[src/rtl/osp_pkg.sv]
// Constants, register map and carrier types for the origin search and preset block.
// Assumes one 100 MHz system clock and a word-addressed plain register port.
package osp_pkg;
  localparam int AW = 4;
  localparam int DW = 32;

  localparam logic [AW-1:0] REG_CTRL   = 4'h0;
  localparam logic [AW-1:0] REG_OFFS   = 4'h1;
  localparam logic [AW-1:0] REG_COMP   = 4'h2;
  localparam logic [AW-1:0] REG_MASK   = 4'h3;
  localparam logic [AW-1:0] REG_DECEL  = 4'h4;
  localparam logic [AW-1:0] REG_ROTMAX = 4'h5;
  localparam logic [AW-1:0] REG_PVAL   = 4'h6;
  localparam logic [AW-1:0] REG_CMD    = 4'h7;
  localparam logic [AW-1:0] REG_STAT   = 4'h8;
  localparam logic [AW-1:0] REG_POS    = 4'h9;
  localparam logic [AW-1:0] REG_LATCH  = 4'ha;
  localparam logic [AW-1:0] REG_ERR    = 4'hb;

  // Control register fields
  localparam int CTL_MODE_LSB = 0;
  localparam int CTL_MODE_W   = 4;
  localparam int CTL_DIR      = 4;
  localparam int CTL_CLR_EN   = 5;
  localparam int CTL_INF_ROT  = 6;
  localparam int CTL_DEVR_EN  = 7;
  localparam logic [DW-1:0] CTRL_RST = 32'h0000_000d;

  // Command register bits, write-only pulses
  localparam int CMD_HOME   = 0;
  localparam int CMD_PRESET = 1;
  localparam int CMD_DIRECT = 2;
  localparam int CMD_MULTI  = 3;
  localparam int CMD_MSTART = 4;
  localparam int CMD_MINDIV = 5;
  localparam int CMD_CHAIN  = 6;
  localparam int CMD_JOG    = 7;
  localparam int CMD_ERRCLR = 8;

  // Status register bits
  localparam int ST_DEF  = 0;
  localparam int ST_ATOR = 1;
  localparam int ST_BUSY = 2;
  localparam int ST_ERR  = 3;
  localparam int ST_TRQ  = 4;

  localparam logic [3:0] MODE_MASK  = 4'h9;
  localparam logic [3:0] MODE_PROX  = 4'hc;
  localparam logic [3:0] MODE_NOPRX = 4'hd;
  localparam logic [3:0] MODE_PRSET = 4'he;

  localparam logic [7:0] ERR_NONE  = 8'h00;
  localparam logic [7:0] ERR_PBUSY = 8'h01;
  localparam logic [7:0] ERR_ROT   = 8'h02;
  localparam logic [7:0] ERR_MASKA = 8'h03;
  localparam logic [7:0] ERR_MODE  = 8'h04;
  localparam logic [7:0] ERR_TOOL  = 8'h05;

  localparam int CLK_KHZ  = 100_000;
  localparam int DWELL_MS = 500;
  localparam int DEVR_MS  = 10;
  localparam int DWELL_CYC = DWELL_MS * CLK_KHZ;
  localparam int DEVR_CYC  = DEVR_MS * CLK_KHZ;

  typedef enum logic [1:0] {
    SPD_STOP   = 2'b00,
    SPD_SEARCH = 2'b01,
    SPD_APPR   = 2'b10,
    SPD_COMP   = 2'b11
  } osp_spd_e;

  typedef struct packed {
    logic     run;
    logic     dir;
    osp_spd_e speed;
    logic     torque_lim;
    logic     dev_reset;
  } osp_drive_s;

  typedef struct packed {
    logic origin_def;
    logic at_origin;
    logic busy;
    logic error;
  } osp_stat_s;
endpackage

[src/rtl/osp_axis.sv]
// Origin search sequencer, origin latch and present position preset for one axis.
// Assumes drive feedback and tool signals on i_clk_sys; sensor pins are asynchronous.
//
// Implementation choices: the address-and-strobe port and the register offsets.
`timescale 1ns/100ps
`default_nettype none
module osp_axis
  import osp_pkg::*;
#(
  parameter int DWELL_CYCLES = DWELL_CYC,
  parameter int DEVR_CYCLES  = DEVR_CYC
) (
  input  wire logic                i_clk_sys,
  input  wire logic                i_rst_n,
  input  wire logic [AW-1:0]       i_addr,
  input  wire logic [DW-1:0]       i_wdata,
  input  wire logic                i_we,
  input  wire logic                i_re,
  output logic      [DW-1:0]       o_rdata,
  input  wire logic                i_prox,
  input  wire logic                i_origin,
  input  wire logic                i_intr,
  input  wire logic signed [15:0]  i_pos_delta,
  input  wire logic                i_drive_busy,
  input  wire logic                i_stop,
  input  wire logic                i_tool_mode,
  input  wire logic                i_tool_other_busy,
  output osp_drive_s               o_drive,
  output logic                     o_start,
  output osp_stat_s                o_stat
);
  // The fix state lasts one cycle so the offset lands after any compensation move
  typedef enum logic [2:0] {
    S_IDLE  = 3'b000,
    S_REV   = 3'b001,
    S_SRCH  = 3'b010,
    S_APPR  = 3'b011,
    S_DEVR  = 3'b100,
    S_DWELL = 3'b101,
    S_COMP  = 3'b110,
    S_FIX   = 3'b111
  } osp_st_e;

  // Magnitude of a two's complement word; the most negative value maps to itself
  function automatic logic [DW-1:0] osp_abs(input logic [DW-1:0] v);
    return v[DW-1] ? (~v + 32'h1) : v;
  endfunction

  // Setup registers written by the host
  logic [DW-1:0] ctrl_r;
  logic [DW-1:0] offs_r;
  logic [DW-1:0] comp_r;
  logic [DW-1:0] mask_r;
  logic [DW-1:0] decel_r;
  logic [DW-1:0] rotmax_r;
  logic [DW-1:0] pval_r;
  // Motion and position state
  logic [DW-1:0] pos_r;
  logic [DW-1:0] pos_nxt;
  logic [DW-1:0] latch_r;
  logic [DW-1:0] trav_r;
  logic [DW-1:0] trav_nxt;
  logic [DW-1:0] cnt_r;
  logic [DW-1:0] cnt_nxt;
  logic [7:0]    err_r;
  logic [7:0]    err_nxt;
  logic          def_r;
  logic          def_nxt;
  osp_st_e       st_r;
  osp_st_e       st_nxt;
  // Pin stages: bit 0 proximity, bit 1 origin, bit 2 interrupt feed
  logic [2:0]    sy1_r;
  logic [2:0]    sy2_r;
  logic [2:0]    sy3_r;
  logic [2:0]    filt_r;
  logic [2:0]    filt_d_r;
  logic [2:0]    filt_nxt;

  // Three-stage pin synchronisers; a change counts once stages two and three agree
  always_ff @(posedge i_clk_sys or negedge i_rst_n) begin
    if (!i_rst_n) begin
      sy1_r    <= 3'h0;
      sy2_r    <= 3'h0;
      sy3_r    <= 3'h0;
      filt_r   <= 3'h0;
      filt_d_r <= 3'h0;
    end else begin
      sy1_r    <= {i_intr, i_origin, i_prox};
      sy2_r    <= sy1_r;
      sy3_r    <= sy2_r;
      filt_r   <= filt_nxt;
      filt_d_r <= filt_r;
    end
  end
  assign filt_nxt = (sy2_r & sy3_r) | (filt_r & (sy2_r | sy3_r));

  // Edge flags last one cycle after the filtered level rises
  wire prox_f    = filt_r[0];
  wire prox_rise = filt_r[0] & ~filt_d_r[0];
  wire org_rise  = filt_r[1] & ~filt_d_r[1];
  wire intr_rise = filt_r[2] & ~filt_d_r[2];

  wire [3:0] mode    = ctrl_r[CTL_MODE_LSB +: CTL_MODE_W];
  wire       det_dir = ctrl_r[CTL_DIR];
  wire       clr_en  = ctrl_r[CTL_CLR_EN];
  wire       inf_rot = ctrl_r[CTL_INF_ROT];
  wire       devr_en = ctrl_r[CTL_DEVR_EN];

  wire          wr_cmd = i_we & (i_addr == REG_CMD);
  wire [DW-1:0] cmd    = wr_cmd ? i_wdata : 32'h0;
  wire          busy   = o_stat.busy;
  wire          err_on = (err_r != ERR_NONE);

  wire any_start = cmd[CMD_DIRECT] | cmd[CMD_MULTI] | cmd[CMD_MSTART] | cmd[CMD_MINDIV]
                 | cmd[CMD_CHAIN] | cmd[CMD_JOG] | intr_rise;
  wire motion_req = cmd[CMD_HOME] | any_start;
  // Tool mode serialises the axes; a refused command raises an error instead
  wire tool_rej   = i_tool_mode & i_tool_other_busy & motion_req;
  wire go_ok      = ~err_on & ~tool_rej;

  // Homing start and its refusals
  wire home_req  = cmd[CMD_HOME] & go_ok & ~busy;
  wire mode_sup  = (mode == MODE_PROX) | (mode == MODE_NOPRX) | (mode == MODE_PRSET);
  wire mask_bad  = home_req & (mode == MODE_MASK) & (mask_r < decel_r);
  wire mode_bad  = home_req & ~mode_sup & ~mask_bad;
  wire home_go   = home_req & mode_sup;
  wire home_pre  = home_go & (mode == MODE_PRSET);

  // Present position preset: no travel limit check; only the infinite rotation range is checked
  wire pre_req   = cmd[CMD_PRESET] & ~err_on;
  wire pre_busy  = pre_req & busy;
  wire rot_bad   = pre_req & inf_rot & (pval_r[DW-1] | (pval_r > rotmax_r));
  wire pre_ok    = pre_req & ~pre_busy & ~rot_bad;

  // Start-clear: only positioning starts, never chained steps, jog or origin return
  wire clr_ev = cmd[CMD_DIRECT] | cmd[CMD_MULTI] | intr_rise
              | cmd[CMD_MSTART] | cmd[CMD_MINDIV];
  wire st_clr = clr_en & clr_ev & go_ok;
  wire start_ok = any_start & go_ok;

  wire          comp_nz  = (comp_r != 32'h0);
  wire [DW-1:0] comp_abs = osp_abs(comp_r);
  wire [DW-1:0] delta_x  = {{16{i_pos_delta[15]}}, i_pos_delta};
  wire [DW-1:0] dcnt_ld  = DEVR_CYCLES[DW-1:0];
  wire [DW-1:0] dwel_ld  = DWELL_CYCLES[DW-1:0];
  wire          cnt_zero = (cnt_r == 32'h0);

  // Counters stop at zero so a stale count cannot wrap into a long wait
  always_comb begin
    st_nxt   = st_r;
    cnt_nxt  = cnt_zero ? cnt_r : cnt_r - 32'h1;
    trav_nxt = trav_r;
    unique case (st_r)
      S_IDLE: begin
        if (home_go && mode == MODE_PROX) begin
          st_nxt = prox_f ? S_REV : S_SRCH;
        end else if (home_go && mode == MODE_NOPRX) begin
          st_nxt = S_APPR;
        end
      end
      S_REV: begin
        if (!prox_f) begin
          st_nxt = S_APPR;
        end
      end
      S_SRCH: begin
        if (prox_rise) begin
          st_nxt = S_APPR;
        end
      end
      S_APPR: begin
        if (org_rise) begin
          trav_nxt = 32'h0;
          if (!comp_nz) begin
            st_nxt = S_FIX;
          end else if (devr_en) begin
            st_nxt  = S_DEVR;
            cnt_nxt = dcnt_ld;
          end else begin
            st_nxt = S_COMP;
          end
        end
      end
      S_DEVR: begin
        if (cnt_zero) begin
          st_nxt  = S_DWELL;
          cnt_nxt = dwel_ld;
        end
      end
      S_DWELL: begin
        if (cnt_zero) begin
          st_nxt = S_COMP;
        end
      end
      S_COMP: begin
        trav_nxt = trav_r + osp_abs(delta_x);
        if (trav_nxt >= comp_abs) begin
          st_nxt = S_FIX;
        end
      end
      S_FIX: begin
        st_nxt = S_IDLE;
      end
    endcase
    // A deceleration stop abandons the search with the origin left undefined
    if (i_stop && st_r != S_IDLE) begin
      st_nxt = S_IDLE;
    end
  end

  // Origin is fixed at the offset only after any compensation move has finished
  wire fix_now = (st_r == S_FIX);
  assign pos_nxt = (home_pre | fix_now) ? offs_r
                 : pre_ok ? pval_r
                 : st_clr ? 32'h0
                 : pos_r + delta_x;
  assign def_nxt = (home_pre | fix_now | pre_ok) ? 1'b1
                 : (home_go | st_clr) ? 1'b0
                 : def_r;

  // While an error stands, new ones are not recorded and only the clear acts;
  // the host must clear before a refused command can report again
  assign err_nxt = err_on ? (cmd[CMD_ERRCLR] ? ERR_NONE : err_r)
                 : tool_rej ? ERR_TOOL
                 : mask_bad ? ERR_MASKA
                 : mode_bad ? ERR_MODE
                 : pre_busy ? ERR_PBUSY
                 : rot_bad ? ERR_ROT
                 : ERR_NONE;

  // Drive commands follow the next state so drive and sequencer move together
  wire        runs = (st_nxt == S_REV) | (st_nxt == S_SRCH) | (st_nxt == S_APPR)
                   | (st_nxt == S_COMP);
  // Torque limit is driven straight from here; the host must have mapped its data
  osp_drive_s drv_nxt;
  assign drv_nxt.run        = runs;
  assign drv_nxt.dir        = (st_nxt == S_REV) ? ~det_dir
                            : (st_nxt == S_COMP) ? ~comp_r[DW-1] : det_dir;
  assign drv_nxt.speed      = (st_nxt == S_REV || st_nxt == S_SRCH) ? SPD_SEARCH
                            : (st_nxt == S_APPR) ? SPD_APPR
                            : (st_nxt == S_COMP) ? SPD_COMP : SPD_STOP;
  assign drv_nxt.torque_lim = (st_nxt == S_APPR);
  assign drv_nxt.dev_reset  = (st_nxt == S_DEVR);

  wire [DW-1:0] stat_w = {27'h0, o_drive.torque_lim, err_on, busy, o_stat.at_origin, def_r};
  // Command and unmapped indices read as zero
  wire [DW-1:0] rd_val = (i_addr == REG_CTRL)   ? ctrl_r
                       : (i_addr == REG_OFFS)   ? offs_r
                       : (i_addr == REG_COMP)   ? comp_r
                       : (i_addr == REG_MASK)   ? mask_r
                       : (i_addr == REG_DECEL)  ? decel_r
                       : (i_addr == REG_ROTMAX) ? rotmax_r
                       : (i_addr == REG_PVAL)   ? pval_r
                       : (i_addr == REG_STAT)   ? stat_w
                       : (i_addr == REG_POS)    ? pos_r
                       : (i_addr == REG_LATCH)  ? latch_r
                       : (i_addr == REG_ERR)    ? {24'h0, err_r}
                       : 32'h0;

  // Setup registers; status, position, latch and error ignore writes
  always_ff @(posedge i_clk_sys or negedge i_rst_n) begin
    if (!i_rst_n) begin
      ctrl_r   <= CTRL_RST;
      offs_r   <= 32'h0;
      comp_r   <= 32'h0;
      mask_r   <= 32'h0;
      decel_r  <= 32'h0;
      rotmax_r <= 32'h0;
      pval_r   <= 32'h0;
    end else if (i_we) begin
      ctrl_r   <= (i_addr == REG_CTRL)   ? i_wdata : ctrl_r;
      offs_r   <= (i_addr == REG_OFFS)   ? i_wdata : offs_r;
      comp_r   <= (i_addr == REG_COMP)   ? i_wdata : comp_r;
      mask_r   <= (i_addr == REG_MASK)   ? i_wdata : mask_r;
      decel_r  <= (i_addr == REG_DECEL)  ? i_wdata : decel_r;
      rotmax_r <= (i_addr == REG_ROTMAX) ? i_wdata : rotmax_r;
      pval_r   <= (i_addr == REG_PVAL)   ? i_wdata : pval_r;
    end
  end

  always_ff @(posedge i_clk_sys or negedge i_rst_n) begin
    if (!i_rst_n) begin
      st_r    <= S_IDLE;
      cnt_r   <= 32'h0;
      trav_r  <= 32'h0;
      pos_r   <= 32'h0;
      def_r   <= 1'b0;
      err_r   <= ERR_NONE;
      latch_r <= 32'h0;
    end else begin
      st_r    <= st_nxt;
      cnt_r   <= cnt_nxt;
      trav_r  <= trav_nxt;
      pos_r   <= pos_nxt;
      def_r   <= def_nxt;
      err_r   <= err_nxt;
      // Latch takes the position before this cycle's feedback is added
      latch_r <= (st_r == S_APPR && org_rise) ? pos_r : latch_r;
    end
  end

  always_ff @(posedge i_clk_sys or negedge i_rst_n) begin
    if (!i_rst_n) begin
      o_rdata <= 32'h0;
      o_drive <= '0;
      o_start <= 1'b0;
      o_stat  <= '0;
    end else begin
      o_rdata           <= i_re ? rd_val : 32'h0;
      o_drive           <= drv_nxt;
      o_start           <= start_ok;
      // Status uses next values so it lines up with the position it reports
      o_stat.origin_def <= def_nxt;
      o_stat.at_origin  <= def_nxt & (pos_nxt == 32'h0);
      o_stat.busy       <= (st_nxt != S_IDLE) | i_drive_busy;
      o_stat.error      <= (err_nxt != ERR_NONE);
    end
  end
endmodule
`default_nettype wire

[config.mk]
export PLATFORM = sky130hd
export DESIGN_NAME = osp_axis
export DESIGN_NICKNAME = d
export VERILOG_FILES = /design/src/rtl/osp_pkg.sv /design/src/rtl/osp_axis.sv
export SDC_FILE = /design/constraint.sdc
export NUM_CORES = 1
export LEC_CHECK = 0
export BUFFER_PORTS_ARGS = -buffer_cell sky130_fd_sc_hd__buf_2
export CAP_MARGIN = 20
export CORE_MARGIN = 10
export CORE_UTILIZATION = 29
export DETAILED_ROUTE_END_ITERATION = 16
export GPL_TIMING_DRIVEN = 0
export PLACE_DENSITY = 0.47
export SLEW_MARGIN = 20
export SYNTH_ARGS = -nofsm -noshare
export SYNTH_HDL_FRONTEND = slang
export SYNTH_SLANG_ARGS = --single-unit
[constraint.sdc]
create_clock -name i_clk_sys -period 5.8 [get_ports i_clk_sys]
set_clock_uncertainty 0.05 [all_clocks]
set_input_delay 1.16 -clock i_clk_sys [delete_from_list [all_inputs] [get_ports i_clk_sys]]
set_output_delay 1.16 -clock i_clk_sys [all_outputs]
set_load 0.05 [all_outputs]
### Yosys cells after proc, flatten, opt, wreduce, memory -nomap -nowiden

Index checks and enable logic that the tools add are counted.

* add/sub/neg operators: 5
* $lt $le $gt $ge: 3
* eq/ne operators: 28
* muxes and demuxes: 53
* bitwise gates (word level): 63
* reduce and logical (&&, ||, !) cells: 23

Operators with widths (count)
* $mux W32: 22
* $pmux W32 S2: 2
* $add A32 B1 Y32 const B: 2
* $add A32 B32 Y32: 2
* $logic_not A32 Y1: 2
* $not A32 Y32: 2
* $mux W3: 12
* $eq A4 B4 Y1 const B: 8
* $ge A32 B32 Y1: 1
* $gt A32 B32 Y1: 1
* $lt A32 B32 Y1: 1
* $reduce_bool A32 Y1: 1
* $sub A32 B1 Y32 const B: 1
* $and A1 B1 Y1: 25
* $mux W8: 3
* $pmux W3 S8: 1
* $or A1 B1 Y1: 20
* $eq A3 B3 Y1 const B: 6
* $eq A4 B3 Y1 const B: 4
* $mux W2: 8
* $reduce_and A2 Y1: 8
* $reduce_bool A8 Y1: 2
* $eq A3 B2 Y1 const B: 4
* $not A1 Y1: 12
* 14 further kinds: 25

* flip-flop bits (word level): 421
* bits of input ports: 63
* output and inout port bits: 43
* logic and storage cells: 204

### Depth between registers and ports, before layout

* word-level depth: 25
* depth in mapped cells: 32
* gate-level depth less buffers: 31

### Worst setup path after synthesis

Ideal clock, no wire load.

* kind: input -> register
* from: input port i_pos_delta[4]
* to: register, netlist name busy
* library setup time: 0.139 ns
* arrival time: 6.582 ns
* required time: 5.611 ns
* slack: -0.970 ns
* cell stages on the path: 30
* buffers on the path: 1
* cells stage by stage: nor3_1 nand3b_1 or3_1 o31a_1 or2_2 o41ai_1 xnor2_1 ha_1 a21oi_1 nor2b_1 o21ai_0 nand2b_1 a211oi_1 o31ai_1 nand2_1 nand2b_1 a21oi_1 xnor2_1 ha_1 a21o_1 a21o_1 a21oi_1 o21a_1 nor2_1 o311a_1 nor3_1 o211ai_1 and2_1 buf_4 or4_1

* longest elaborated chain between the ends: 10

Ends and longest elaborated chain
* start, declared: line osp_axis.sv:23 `input wire logic signed [15:0] i_pos_delta,`
* $not A32 Y32: line osp_axis.sv:46 `return v[DW-1] ? (~v + 32'h1) : v;`
* $add A32 B1 Y32: line osp_axis.sv:46
* $mux W32 (*): line osp_axis.sv:46
* $add A32 B32 Y32 (*): line osp_axis.sv:196 `trav_nxt = trav_r + osp_abs(delta_x);`
* $ge A32 B32 Y1 (*): line osp_axis.sv:197 `if (trav_nxt >= comp_abs) begin`
* $mux W3 (*): line osp_axis.sv:197
* $pmux W3 S8 (*): line osp_axis.sv:153 `unique case (st_r)`
* $mux W3 (*): line osp_axis.sv:206 `if (i_stop && st_r != S_IDLE) begin`
* via st_nxt[0]: line osp_axis.sv:70 `osp_st_e st_nxt;`
* $reduce_bool A3 Y1 (*): line osp_axis.sv:315 `o_stat.busy <= (st_nxt != S_IDLE) | i_drive_busy;`
* $or A1 B1 Y1 (*): line osp_axis.sv:315

Mark *: on every way through the listed nets, which the timed path passes. The rest lies on a longest branch.
A chain may end at the register's enable or synchronous reset.

### Worst setup path in the final report

* from: input port i_pos_delta[2]
* to: register, netlist name busy

* longest elaborated chain between the ends: 10

Ends and longest elaborated chain (line)
* $not A32 Y32: osp_axis.sv:46
* $add A32 B1 Y32: osp_axis.sv:46
* $mux W32 (*): osp_axis.sv:46
* $add A32 B32 Y32 (*): osp_axis.sv:196
* $ge A32 B32 Y1 (*): osp_axis.sv:197
* $mux W3 (*): osp_axis.sv:197
* $pmux W3 S8 (*): osp_axis.sv:153
* $mux W3 (*): osp_axis.sv:206
* $reduce_bool A3 Y1 (*): osp_axis.sv:315
* $or A1 B1 Y1 (*): osp_axis.sv:315

Every way passes the cells marked *; elsewhere a longest branch is shown, timed or not.

==> impl_results.md <==
- Status: finished, violations left
- Failing checks: negative setup slack
- Final Max Slew Viols: 0
- Clk_lat worst skew: 0.61 ns
- Die Y-Extent: 310 um
- Worst-path fanout max: 5
- #FFs+latches synth: 421
- Max clock buf depth: 3
- Detailed Routing Iterations Pass 1: 6
- Cells on worst reg2reg path: 20
- Placement Setup Slack: -2.33 ns
- CTS HTree Levels: 2
- Worst Hold Class: register to register
- Post-synth ARST share: 1.00
- Die Span X: 310 um
- Mapped Area: 24,400 um2
- Arrival @ worst endpoint: 7.04 ns
- CTS sink count: 421
- Mapped Cells: 2,422
- Top post-synthesis cells by area: dfrtp_1 43%, mux2_2 10%, ha_1 8.4%
- Final wirelength: 90.4 mm
- Antenna violations before repair: 13
- Total track usage: 0.184
- Routed len/inst: 24.1 um
- Hold Path Sink: sy2_r[2]
- Global route total overflow: 0
- Cell Rows: 106
- VDD IR max: 201 uV
- Initial Utilization: 0.292
- Area grow syn2layout: 17.8%
- Endpoint class of the critical path: register
- PD cells: 444 nW/um2
- Final Setup Violations: 8
- Count of final hold-check violations: 0
- Area after DPL: 26,600 um2
- Netlist cell types: 85
- Max-Cap Viols: 0
- Worst-path clk slew: 0.05 ns
- Worst-case hold slack: 0.299 ns
- Average cell area after synthesis: 10.1 um2
- Area leader, netlist: dfrtp_1
- Hold depth: 0
- Number of global-route vias before repair: 20,700
- Layout cells sized above 1: 0.198
- RSZ-0062 raised after global routing: yes
- 1st-iter DRT viols: 1,362
- Fin area: 28,800 um2
- Hold Startpoint: sy1_r[2]
- Setup WS post-layout: -0.832 ns
- TritonCTS clock tree: done
- Clk root buf: clkbuf_16
- Setup CP Type: input port to register
- First-pass GRT wire length: 133 mm
- Sequential share of the synthesized area: 0.432
- ANT nets after route: 0
- Post-layout min period: 6.63 ns
- Setup crit start kind: input port
- Area of the core: 83,600 um2
- Period Utilization, post-route: 1.14
- Leakage: 12.6 nW
- Post-synth EDFFs: 0
- Worst r2r src: trav_r[0]
- Total CTS buffers: 48
- Fillers: 8,396
- Final setup TNS: -5.61 ns
- Vias: 20,200
- Nets: 2,856
- Drt via density: 5.40
- Hold buffer count at cts: 0
- Slew margin rel.: 0.280
- Least-Margin Pin Slew: 1.08 ns
- Dpl hpwl: 71.5 mm
- Die Footprint: 96,200 um2
- Post-synth top flop: dfrtp_1
- Largest net degree at the start of global routing: 98
- Reg-to-reg slack, setup: 0.43 ns
- Peak Freq: 151 MHz
- Ys Warns: 0
- Data required, critical path: 6.20 ns
- RePlAce Congestion: 0.918
- Port Buf Inserts: 103
- Crit Reg-Reg Endpoint: busy
- Number of remaining DRC errors: 0
- I/O pins: 106
- Top-area cell type share of the netlist area: 0.429
worst max path at each step:
stage | from | end | slack (ns) | depth (start not counted)
after floorplan | i_pos_delta[4] | busy | -0.67 | 28
after global placement | i_rst_n | offs_r[27] | -5.22 | 1
after detailed placement | i_pos_delta[15] | o_drive[4] | -2.33 | 24
after CTS | i_pos_delta[4] | busy | -0.82 | 29
after global routing | i_pos_delta[2] | busy | -1.07 | 30
final | i_pos_delta[2] | busy | -0.83 | 26
kinds of logic (layout without fill, tap and decap cells):
| logic type | count (synthesis) | count (layout) | share of synthesized area |
|---|---|---|---|
| XOR/XNOR | 123 | 123 | 0.0441 |
| multiplexers | 229 | 229 | 0.107 |
| adder cells (fa/ha/maj) | 168 | 168 | 0.0864 |
| AO/OA/AOI/OAI | 655 | 655 | 0.171 |
| buffers and inverters | 208 | 438 | 0.0336 |
| AND/OR/NAND/NOR | 617 | 617 | 0.127 |
| flip-flops | 421 | 421 | 0.432 |
| other | 1 | 21 | 0.000154 |
placed cells by master (no fill, tap or decap), types with 70 or more instances in the layout:
cell        n
a22oi_1    99
o21ai_0   157
mux2_2    224
ha_1      160
nor2_1     89
buf_2      99
a21oi_1   151
xnor2_1    70
nand2_1   207
dfrtp_1   418
inv_1      90
clkbuf_1   95
per-layer routing:
| layer | wire length, um | global-route usage | part of all wire | vias to the layer above |
|---|---|---|---|---|
| met2 | 43800 | 0.317 | 0.48 | 558 |
| met5 | 11 | 0 | 0.00012 | - |
| met1 | 39000 | 0.233 | 0.43 | 10200 |
| met4 | 3590 | 0.0707 | 0.040 | 2 |
| li1 | - | - | - | 9353 |
| met3 | 4030 | 0.0210 | 0.045 | 173 |
area by class of cell:
class                           instances  area [um2]  area share
Multi-Input combinational cell       1807       13400       0.467
Sequential cell                       421       10500       0.367
Clock buffer                           69        1380      0.0480
Tap cell                             1080        1350      0.0470
Timing Repair Buffer                  144        1020      0.0354
Buffer                                113         460      0.0160
Inverter                               93         354      0.0123
Clock inverter                         19         196     0.00683
Antenna cell                            6        15.0    0.000522
metrics by stage:
step | power, mW | util | instances
global placement | 9.19 | 0.316 | 3619
finish | 12.8 | 0.344 | 3752
detailed placement | 9.33 | 0.318 | 3625
floorplan | 7.71 | - | 2436
global route | 13.6 | 0.344 | 3749
CTS | 12.7 | 0.342 | 3734
critical path, stage by stage:
cell and delay (ns):
buf_12 0.12, nor3_4 0.22, nand3_2 0.10, or3_4 0.38, or3_4 0.38, or3_4 0.42
nor4bb_4 0.28, ha_1 0.23, and3_4 0.22, nand3_4 0.09, a211oi_4 0.22, a211oi_4 0.07
o31ai_2 0.30, nand2_1 0.16, a21oi_4 0.21, a21boi_1 0.10, xnor2_1 0.26, ha_1 0.30
a21o_1 0.20, a21oi_2 0.14, nor2b_2 0.11, o311a_1 0.37, nor3_2 0.18, o211ai_1 0.13
and2_4 0.20, or4_4 0.47
cells in the mapped netlist (5+ instances only):
cell and instances:
dfrtp_1 418, mux2_2 224, nand2_1 208, ha_1 163, a21oi_1 160, o21ai_0 160
a22oi_1 99, inv_1 92, nor2_1 92, clkbuf_1 86, xnor2_1 73, a21o_1 51
nand3_1 51, nand4_1 51, xor2_1 50, nor3_1 41, a31oi_1 30, o211ai_1 27
and3_1 25, nor4_1 23, or3_1 23, nor2b_1 22, nand2b_1 20, buf_1 19
o31ai_1 19, or4_1 16, a211oi_1 13, and2_1 13, a221oi_1 8, o21a_1 8
o22ai_1 8, o2bb2ai_1 8, o2111ai_1 7, o21bai_1 7, or2_2 6, a22o_1 5
o21ai_1 5, o31a_1 5
power breakdown:
part | internal, mW | leakage [nW] | switching, mW
Combinational | 2.26 | 6.63 | 2.93
Clock | 1.79 | 0.786 | 1.31
Sequential | 3.66 | 5.16 | 0.815
Total | 7.71 | 12.6 | 5.05
what timing repair did:
item                                    CTS  global route
buffers inserted                         22            13
endpoints found under the setup margin    8             8
resized for setup                        50            25
pin swaps                                18            36
No activity file was read; power rests on OpenSTA's default activity.
